[src/hdl/pcoe_pkg.sv]
`default_nettype none
package pcoe_pkg;
	// channel count of the larger variant; smaller variant uses five
	localparam int pcoe_max_channels = 6;
	localparam int pcoe_small_channels = 5;
	// count register width, enough for 64 edges plus headroom
	localparam int pcoe_count_width = 7;
	// clock rate in kHz, timing figures in ns or us as each name says
	localparam int pcoe_clock_khz = 10000;
	localparam int pcoe_clock_period_ns = 100;
	localparam int pcoe_latch_timeout_us = 500;
	localparam int pcoe_off_timeout_us = 500;
	localparam int pcoe_high_min_ns = 50;
	localparam int pcoe_high_max_us = 75;
	localparam int pcoe_low_min_ns = 500;
	localparam int pcoe_low_max_us = 75;
	// longest times round down, least times round up, the high minimum never below one
	localparam int pcoe_latch_cycles =
		pcoe_latch_timeout_us * pcoe_clock_khz / 1000;
	localparam int pcoe_off_cycles =
		pcoe_off_timeout_us * pcoe_clock_khz / 1000;
	localparam int pcoe_high_min_raw =
		(pcoe_high_min_ns + pcoe_clock_period_ns - 1) / pcoe_clock_period_ns;
	localparam int pcoe_high_min_cycles =
		(pcoe_high_min_raw < 1) ? 1 : pcoe_high_min_raw;
	localparam int pcoe_low_min_cycles =
		(pcoe_low_min_ns + pcoe_clock_period_ns - 1) / pcoe_clock_period_ns;
	localparam int pcoe_high_max_cycles =
		pcoe_high_max_us * pcoe_clock_khz / 1000;
	localparam int pcoe_low_max_cycles =
		pcoe_low_max_us * pcoe_clock_khz / 1000;
	// timer width covers the longest count
	localparam int pcoe_timer_width = 16;
	localparam logic [pcoe_count_width-1:0] pcoe_count_zero = 7'h00;
	localparam logic [pcoe_count_width-1:0] pcoe_count_one = 7'h01;
	localparam logic [pcoe_max_channels-1:0] pcoe_all_off = 6'h00;
	localparam logic [pcoe_max_channels-1:0] pcoe_all_on = 6'h3f;
	localparam logic [pcoe_timer_width-1:0] pcoe_timer_zero = 16'h0000;
	localparam logic [pcoe_timer_width-1:0] pcoe_timer_one = 16'h0001;
	// host sequencer states
	typedef enum logic [4:0] {
		pcoe_h_idle = 5'h01,
		pcoe_h_high = 5'h02,
		pcoe_h_low = 5'h04,
		pcoe_h_hold = 5'h08,
		pcoe_h_off = 5'h10
	} pcoe_host_state_type;
endpackage
`default_nettype wire

[src/hdl/pcoe_link_if.sv]
`timescale 1ns/1ps
`default_nettype none
interface pcoe_link_if;
	// the single serial control line, driven push/pull by the host
	logic control_line;
	modport host_end (output control_line);
	modport device_end (input control_line);
endinterface
`default_nettype wire

[src/hdl/pcoe_device.sv]
`timescale 1ns/1ps
`default_nettype none
module pcoe_device
	import pcoe_pkg::*;
#(
	parameter bit six_channels = 1'b1,
	parameter int latch_cycles = pcoe_latch_cycles,
	parameter int off_cycles = pcoe_off_cycles
)
(
	input wire logic clock_in,
	input wire logic reset_in,
	pcoe_link_if.device_end link,
	output logic [pcoe_max_channels-1:0] channel_high_out,
	output logic [pcoe_max_channels-1:0] channel_low_out,
	output logic enabled_out
);
	logic sync_a_ff, sync_b_ff, prev_ff;
	logic nxt_prev;
	logic [pcoe_count_width-1:0] count_ff, nxt_count;
	logic [pcoe_timer_width-1:0] high_timer_ff, nxt_high_timer;
	logic [pcoe_timer_width-1:0] low_timer_ff, nxt_low_timer;
	logic [pcoe_max_channels-1:0] pattern_ff, nxt_pattern;
	logic enabled_ff, nxt_enabled;
	logic latched_ff, nxt_latched;
	logic rise;
	logic [pcoe_max_channels-1:0] channel_mask;
	// pull-down side of each channel, held in its own register
	logic [pcoe_max_channels-1:0] low_drive_ff, nxt_low_drive;
	// synchroniser next values and the last-state decode
	logic nxt_sync_a, nxt_sync_b;
	logic last_state;

	// decode count into on pattern; count-1 bits mark off channels
	function automatic logic [pcoe_max_channels-1:0] pcoe_decode(
		input logic [pcoe_count_width-1:0] count,
		input logic [pcoe_max_channels-1:0] mask
	);
		logic [pcoe_count_width-1:0] index;
		index = count - pcoe_count_one;
		return ~index[pcoe_max_channels-1:0] & mask;
	endfunction

	// smaller variant has channel six held off
	assign channel_mask = six_channels ? pcoe_all_on : {1'b0,
		pcoe_all_on[pcoe_small_channels-1:0]};

	// count has reached the last state of this variant
	function automatic logic pcoe_at_last(
		input logic [pcoe_count_width-1:0] count,
		input logic six
	);
		logic last;
		if (six)
			last = count[pcoe_max_channels];
		else
			last = count[pcoe_small_channels];
		return last;
	endfunction

	// next rising edge wraps the count back to one
	assign last_state = pcoe_at_last(count_ff, six_channels);

	// two-flop synchroniser on the control pin
	always_comb
	begin
		nxt_sync_a = link.control_line;
		nxt_sync_b = sync_a_ff;
	end

	// register the synchroniser stages
	always_ff @(posedge clock_in)
	begin
		if (reset_in)
		begin
			sync_a_ff <= 1'b0;
			sync_b_ff <= 1'b0;
		end
		else
		begin
			sync_a_ff <= nxt_sync_a;
			sync_b_ff <= nxt_sync_b;
		end
	end

	// rising edge of the synchronised pin
	assign rise = sync_b_ff & ~prev_ff;

	// edge counting, timeouts and latching
	always_comb
	begin
		nxt_prev = sync_b_ff;
		nxt_count = count_ff;
		nxt_high_timer = high_timer_ff;
		nxt_low_timer = low_timer_ff;
		nxt_pattern = pattern_ff;
		nxt_enabled = enabled_ff;
		nxt_latched = latched_ff;
		if (rise)
		begin
			// only the edge count selects the setting
			if (count_ff == pcoe_count_zero)
			begin
				nxt_count = pcoe_count_one;
				nxt_enabled = 1'b1;
				nxt_pattern = channel_mask;
			end
			else if (last_state)
				nxt_count = pcoe_count_one; // wrap past last state
			else
				nxt_count = count_ff + pcoe_count_one;
			nxt_high_timer = pcoe_timer_zero;
			nxt_latched = 1'b0;
		end
		if (sync_b_ff)
		begin
			nxt_low_timer = pcoe_timer_zero;
			if (!rise && !latched_ff && enabled_ff)
			begin
				if (high_timer_ff + pcoe_timer_one >=
					latch_cycles[pcoe_timer_width-1:0])
				begin
					nxt_pattern = pcoe_decode(count_ff, channel_mask);
					nxt_latched = 1'b1;
				end
				else
					nxt_high_timer = high_timer_ff + pcoe_timer_one;
			end
		end
		else if (enabled_ff)
		begin
			if (low_timer_ff + pcoe_timer_one >=
				off_cycles[pcoe_timer_width-1:0])
			begin
				nxt_enabled = 1'b0;
				nxt_count = pcoe_count_zero;
				nxt_pattern = pcoe_all_off;
				nxt_latched = 1'b0;
				nxt_low_timer = pcoe_timer_zero;
			end
			else
				nxt_low_timer = low_timer_ff + pcoe_timer_one;
		end
	end

	// register the counting group
	always_ff @(posedge clock_in)
	begin
		if (reset_in)
		begin
			prev_ff <= 1'b0;
			count_ff <= pcoe_count_zero;
			high_timer_ff <= pcoe_timer_zero;
			low_timer_ff <= pcoe_timer_zero;
			pattern_ff <= pcoe_all_off;
			enabled_ff <= 1'b0;
			latched_ff <= 1'b0;
		end
		else
		begin
			prev_ff <= nxt_prev;
			count_ff <= nxt_count;
			high_timer_ff <= nxt_high_timer;
			low_timer_ff <= nxt_low_timer;
			pattern_ff <= nxt_pattern;
			enabled_ff <= nxt_enabled;
			latched_ff <= nxt_latched;
		end
	end

	// pull-down side follows the next pattern, both sides switch together
	always_comb
	begin
		nxt_low_drive = ~nxt_pattern;
	end

	// register the pull-down side; at reset every channel is pulled low
	always_ff @(posedge clock_in)
	begin
		if (reset_in)
			low_drive_ff <= pcoe_all_on;
		else
			low_drive_ff <= nxt_low_drive;
	end

	// push/pull drive per channel: exactly one side active
	for (genvar k = 0; k < pcoe_max_channels; k++)
	begin : g_channel
		assign channel_high_out[k] = pattern_ff[k];
		assign channel_low_out[k] = low_drive_ff[k];
	end

	// enabled from the first edge until the off timeout
	assign enabled_out = enabled_ff;
endmodule
`default_nettype wire

[src/flat_wrapper.sv]
// flat-port wrapper written by rule: the top's interface ports become plain ports
module pcoe_device_flat import pcoe_pkg::*;
#(
	parameter bit six_channels = 1'b1,
	parameter int latch_cycles = pcoe_latch_cycles,
	parameter int off_cycles = pcoe_off_cycles
)
  (clock_in, reset_in, channel_high_out, channel_low_out, enabled_out, link_control_line);
  pcoe_link_if link_i ();
  input wire logic clock_in;
  input wire logic reset_in;
  output logic [pcoe_max_channels-1:0] channel_high_out;
  output logic [pcoe_max_channels-1:0] channel_low_out;
  output logic enabled_out;
  input wire logic [$bits(link_i.control_line)-1:0] link_control_line;
  assign link_i.control_line = link_control_line;
  pcoe_device #(.six_channels(six_channels), .latch_cycles(latch_cycles), .off_cycles(off_cycles)) u_core (.clock_in(clock_in), .reset_in(reset_in), .link(link_i), .channel_high_out(channel_high_out), .channel_low_out(channel_low_out), .enabled_out(enabled_out));
endmodule
[config.mk]
export PLATFORM = sky130hd
export DESIGN_NAME = pcoe_device_flat
export DESIGN_NICKNAME = d
export VERILOG_FILES = /design/src/hdl/pcoe_pkg.sv /design/src/hdl/pcoe_link_if.sv /design/src/hdl/pcoe_device.sv /design/src/flat_wrapper.sv
export SDC_FILE = /design/constraint.sdc
export NUM_CORES = 1
export LEC_CHECK = 0
export BUFFER_PORTS_ARGS = -buffer_cell sky130_fd_sc_hd__buf_2
export CAP_MARGIN = 20
export CORE_MARGIN = 1.5
export CORE_UTILIZATION = 40
export DETAILED_ROUTE_END_ITERATION = 12
export PLACE_DENSITY = 0.56
export SKIP_LAST_GASP = 1
export SYNTH_ARGS = -nofsm -noshare
export SYNTH_HDL_FRONTEND = slang
export SYNTH_SLANG_ARGS = --single-unit
[constraint.sdc]
create_clock -name clock_in -period 2.53 [get_ports clock_in]
set_clock_uncertainty 0.1 [all_clocks]
set_input_delay 0.253 -clock clock_in [delete_from_list [all_inputs] [get_ports clock_in]]
set_output_delay 0.253 -clock clock_in [all_outputs]
set_load 0.02 [all_outputs]
==> flow_summary.ini, run 1 <==
[place]
io_buffer_count = 15
dp_hpwl_um = 4946
dp.cells = 491
gp_congestion = 0.8448
place_area_um2 = 3361

[drt]
viasPerCell = 5.598
dr.pass1.iters = 4
drc_errors = 0
drt_iter0_drc = 146
wl_per_cell_um = 13.97
totalWireLength_um = 7015
ant_nets = 0
routed-via-count = 2810

[clock_tree]
postCtsHoldBufs = 0
clk_pin_slew_worst_paths_ns = 0.11
cts-htree-levels = 2
clk_latency_ns = 0.32
clock_path_buffers = 2
clock-root-buffer = clkbuf_8
tritoncts = built
cts_sinks = 56
cts_buffers = 5

[timing]
fmax_mhz = 413.3
drv_slew = 0
finalCritPeriodShare = 0.9562
final-hold-violation-count = 0
worst_slew_pin_slew_ns = 0.5405
min_period_ns = 2.419
grt_setup_unrepaired = yes
maxSlewHeadroom = 0.6384
setup_viol = 0

[floorplanning]
io_pins = 16
die_h_um = 90.10
start_util = 0.4161
dieArea_um2 = 8117
row_count = 31
core_um2 = 7292
die_w_um = 90.10

[grt]
grt_max_degree = 19
grt_pass1_wl_um = 12280
grt_pass1_vias = 2640
grt.overflow.total = 0
grtUsageTotal = 0.1796
antenna_found_initial = 0

[yosys]
synth.net_count = 378
synth.avg_cell_area_um2 = 8.200
ys_types = 54
synth_area_leaders = dfxtp_1 37%, nand2_1 4.0%, nand3_1 3.5%
ys.flop_type = dfxtp_1
async_reset_ff_frac = 0
synth_area_um2 = 3034
ys_warn_count = 0
ys_seq_elements = 56
synth_top_cell_by_area = dfxtp_1
synth_commonest_cells = 56 x dfxtp_1, 32 x nand2_1, 27 x nor2_1
ys_seq_area_frac = 0.3695
synth_most_common_cell = dfxtp_1
synth_top_area_frac = 0.3695
netlist_instances = 370
synth-edff-count = 0

[setup_path]
path_cells = buf_4 -> and3_1 -> nand3_1 -> o31a_1 -> a211oi_2 -> o211ai_1 -> buf_4 -> or3b_1 -> a31oi_1
reg2reg_from = u_core.high_timer_ff[0]$_SDFF_PP0_
setup.worst_path.end_class = flip-flop
critPathBufInv = 2
critPathMaxFanout = 6
crit_type = reg -> reg
path_delay_family = simple AND/OR/NAND/NOR gates
critical_path.slowest_cell = dfxtp_2
critPathLaunchType = flip-flop
critPathMostFrequentCell = buf_4
worstPathArrival_ns = 2.57
cp-startpoint = u_core.high_timer_ff[0]$_SDFF_PP0_
crit_required_ns = 2.68
crit_path_max_incr_delay_ns = 0.36

[cells_and_area]
multiInputGateArea_um2 = 1828
register_area_um2 = 1130
nFillCells = 745
stdcell_area_um2 = 3542
syn_to_final_growth_pct = 16.74
n_antenna_cell = 0
layout-drive-gt1-share = 0.2060
instances_no_fill = 502
nets = 410

[status]
outcome = completed

[pwr]
power_per_cell_area_nw_per_um2 = 434.1
power_leakage_nw = 1.403
ir_worst_vdd_mv = 0.2261

[hold_path]
min_path_type = in -> reg
hp-start = link_control_line

[flow_run]
maxCapViolCount = 0
==> cell usage in the layout, fill, tap and decap left out, drive strengths merged, types with 3 or more instances in the layout <==
cell,count
mux2i,3
xnor2,5
nor4,9
nand2b,7
a21o,9
inv,12
o211ai,3
nor2,27
nand2,32
a21oi,18
a2bb2oi,6
or3,5
buf,49
o41ai,4
nor2b,4
nand3,21
nand4,15
nor3,11
clkbuf,5
or2,4
and3,12
and2,8
o2bb2ai,6
ha,5
dfxtp,56
a211o,3
o21ai,11
xor2,7
o2111ai,4
o22ai,3
a31oi,10
==> final timing paths <==
check / slack (ns) / end / cells past startpoint
worst max-delay path: 0.11 / u_core.high_timer_ff[10]$_SDFF_PP0_ / 9
worst min-delay path: 0.03 / u_core.nxt_sync_b$_SDFF_PP0_ / 2
worst max register to register: 0.11 / u_core.high_timer_ff[10]$_SDFF_PP0_ / 9
worst min register to register: 0.35 / u_core.nxt_prev$_SDFF_PP0_ / 1
==> report_power, final <==
part	switching [mW]	total, mW	internal, mW
logic	0.0754	0.118	0.0422
clock network	0.317	0.517	0.200
registers	0.00790	0.903	0.896
total	0.400	1.54	1.14
==> logic make-up after synthesis <==
| kind of cell | share of synthesized area |
|---|---|
| AND/OR/NAND/NOR | 0.3056 |
| XOR/XNOR | 0.03464 |
| AO/OA/AOI/OAI | 0.2115 |
| flip-flops | 0.3695 |
| adder cells (fa/ha/maj) | 0.02062 |
| buffers and inverters | 0.04824 |
| multiplexers | 0.009897 |
==> registers in the layout, indices dropped and copies added (netlist names) <==
signal,flops
u_core.channel_high_out,6
u_core.channel_low_out,6
u_core.count_ff,7
u_core.enabled_out,1
u_core.high_timer_ff,16
u_core.latched_ff,1
u_core.low_timer_ff,16
u_core.nxt_prev,1
u_core.nxt_sync_b,1
u_core.prev_ff,1
==> area by class of cell <==
type | count | area share
clock inverters | 3 | 0.006358
inverters | 11 | 0.01166
repair buffers | 49 | 0.09255
flip-flops and latches | 56 | 0.3190
well taps | 99 | 0.03497
multi-input cells | 279 | 0.5161
clock buffers | 5 | 0.01943
==> metal layers <==
metal / track usage / routed length, um
met1: 0.2395 / 3545
met2: 0.2986 / 3226
met3: 0.02538 / 140
met4: 0.05688 / 102
met5: 0 / 0
==> per-stage QoR <==
stage / hold slack, ns / setup TNS (ns) / total power [mW] / setup slack [ns] / utilization
after floorplan: 0.2812 / 0 / 1.001 / 0.1517 / -
after global placement: 0.3379 / -0.01537 / 1.038 / -0.006801 / 0.4609
after global routing: 0.06415 / -0.05249 / 1.609 / -0.01868 / 0.4858
after CTS: 0.03042 / -0.005625 / 1.554 / -0.004492 / 0.4736
final: 0.03038 / 0 / 1.538 / 0.1107 / 0.4858
after detailed placement: 0.3311 / -0.5390 / 1.039 / -0.06544 / 0.4609
==> repair_timing <==
action                                  CTS  global route
endpoints found under the setup margin   10            32
pin swaps                                 0             1
gates resized for setup                   1            20
gates cloned                              0             1
setup buffers                             0             2
(Power assumes the default switching activity.)
==> inputs of run 2 (changes only) <==
--- a/config.mk
+++ b/config.mk
@@ -10,7 +10,7 @@
 export CORE_MARGIN = 1.5
 export CORE_UTILIZATION = 40
 export DETAILED_ROUTE_END_ITERATION = 12
-export PLACE_DENSITY = 0.56
+export PLACE_DENSITY = 0.54
 export SKIP_LAST_GASP = 1
 export SYNTH_ARGS = -nofsm -noshare
 export SYNTH_HDL_FRONTEND = slang
==> constraint.sdc (replaced) <==
create_clock -name clock_in -period 2.25 [get_ports clock_in]
set_clock_uncertainty 0.1 [all_clocks]
set_input_delay 0.225 -clock clock_in [delete_from_list [all_inputs] [get_ports clock_in]]
set_output_delay 0.225 -clock clock_in [all_outputs]
set_load 0.02 [all_outputs]
==> run 2 against run 1 <==
  * The run now ends with setup timing left
  * Clock-buffer cell count unchanged
  * First-iteration DRC count down 40%
  * Worst hold slack worse by 0.021 ns
  * Final cell count up 7.0%
  * Critical endpoint unchanged
==> flow_summary.ini, run 2 (synthesized netlist as in run 1, its figures left out) <==
[setup_path]
path_cells = nand4_4 -> nor4_4 -> o2111ai_2 -> a211oi_2 -> o211ai_1 -> buf_4 -> or3b_1 -> a31oi_1
critical_path.slowest_cell = dfxtp_2
critPathBufInv = 1
crit_type = reg -> reg
crit_required_ns = 2.39
path_delay_family = simple AND/OR/NAND/NOR gates
critPathLaunchType = flip-flop
worstPathArrival_ns = 2.53
setup.worst_path.end_class = flip-flop
critPathMaxFanout = 8
crit_path_max_incr_delay_ns = 0.39

[timing]
final-hold-violation-count = 0
min_period_ns = 2.384
maxSlewHeadroom = 0.6489
worst_slew_pin_slew_ns = 0.5267
setup_viol = 25
setup_tns_ns = -1.706
fmax_mhz = 419.5
drv_slew = 0
grt_setup_unrepaired = yes
finalCritPeriodShare = 1.060
whs_ns = 0.008901
setup_ws_ns = -0.1340

[clock_tree]
clk_pin_slew_worst_paths_ns = 0.11
cts_buffers = 5
postCtsHoldBufs = 0
clock-root-buffer = clkbuf_8
clk_latency_ns = 0.32
cts_sinks = 56
cts-htree-levels = 2
clock_path_buffers = 2
tritoncts = built

[drt]
routed-via-count = 2931
wl_per_cell_um = 14.22
drc_errors = 0
ant_nets = 0
totalWireLength_um = 7637
viasPerCell = 5.458
dr.pass1.iters = 4
drt_iter0_drc = 88

[hold_path]
min_path_type = in -> reg

[cells_and_area]
syn_to_final_growth_pct = 32.70
stdcell_area_um2 = 4026
register_area_um2 = 1150
reg.largest.list = u_core.high_timer_ff x16, u_core.low_timer_ff x16, u_core.count_ff x7
n_antenna_cell = 0
layout-drive-gt1-share = 0.3379
multiInputGateArea_um2 = 1988
final_cell_mix = 62 x buf_4, 43 x dfxtp_1, 30 x nand2_1
nFillCells = 718
instances_no_fill = 537
layout_commonest_cell = buf_4
nets = 445

[place]
dp.cells = 525
gp_congestion = 0.8145
place_area_um2 = 3671
dp_hpwl_um = 5411
io_buffer_count = 15

[floorplanning]
row_count = 31
die_h_um = 90.10
start_util = 0.4161
die_w_um = 90.10
io_pins = 16
core_um2 = 7292
dieArea_um2 = 8117

[grt]
grtUsageTotal = 0.1935
grt_max_degree = 20
grt_pass1_wl_um = 13140
antenna_found_initial = 0
grt.overflow.total = 0
grt_pass1_vias = 2824

[flow_run]
maxCapViolCount = 0

[pwr]
power_per_cell_area_nw_per_um2 = 436.9
power_leakage_nw = 1.625
ir_worst_vdd_mv = 0.3640

[status]
outcome = finished with violations
violations = setup timing
## run 2: cell types whose count changed in the layout (fill, tap and decap cells not counted), moves of 4 or more
cell / before / now
nor4_2: 1 / 5
buf_6: 0 / 6
a2bb2oi_2: 0 / 6
dfxtp_4: 0 / 5
buf_4: 33 / 62
nor4_1: 7 / 3
dfxtp_1: 49 / 43
a2bb2oi_1: 6 / 0
## run 2: timing repair
action                     in CTS  in global routing
gates cloned                    1                  0
pin swaps                       7                 20
setup buffers                   1                  3
resized for setup              17                 42
setup endpoints to repair      36                 47
## run 2: cell type report
class | count | area share
clock buffers | 5 | 0.01709
clock inverters | 3 | 0.006526
inverters | 11 | 0.01025
multi-input cells | 279 | 0.4938
flip-flops and latches | 56 | 0.2856
well taps | 99 | 0.03076
repair buffers | 84 | 0.1560
## run 2: final timing paths
| check | start | endpoint | slack (ns) | cells past startpoint |
|---|---|---|---|---|
| setup reg to reg | u_core.high_timer_ff[4]$_SDFF_PP0_ | u_core.high_timer_ff[10]$_SDFF_PP0_ | -0.13 | 8 |
| setup / recovery | u_core.high_timer_ff[4]$_SDFF_PP0_ | u_core.high_timer_ff[10]$_SDFF_PP0_ | -0.13 | 8 |
| hold / removal | link_control_line | u_core.nxt_sync_b$_SDFF_PP0_ | 0.009 | 2 |
| hold reg to reg | u_core.nxt_sync_b$_SDFF_PP0_ | u_core.nxt_prev$_SDFF_PP0_ | 0.36 | 1 |
## run 2: where the power goes
group,internal (mW),total [mW],switching (mW)
sequential,1.00,1.01,0.0101
clock,0.230,0.599,0.368
combinational,0.0577,0.149,0.0910
total,1.29,1.76,0.469
## run 2: layer usage
layer  global-route usage  wire [um]  vias up  share of wire
met5                    0          0        -              0
met4              0.05159         99        0          0.013
met3              0.02792        166       11          0.022
met2               0.3258       3606       36           0.47
met1               0.2579       3764     1382           0.49
li1                     -          -     1502              -
## run 2: per-stage QoR
stage / util / worst slack [ns] / total power, mW
2_1_floorplan: - / 0.01544 / 1.128
3_3_place_gp: 0.5034 / -0.1017 / 1.170
3_5_place_dp: 0.5034 / -0.1522 / 1.171
4_1_cts: 0.5269 / -0.1191 / 1.785
5_1_grt: 0.5522 / -0.2438 / 1.830
6_report: 0.5522 / -0.1340 / 1.759
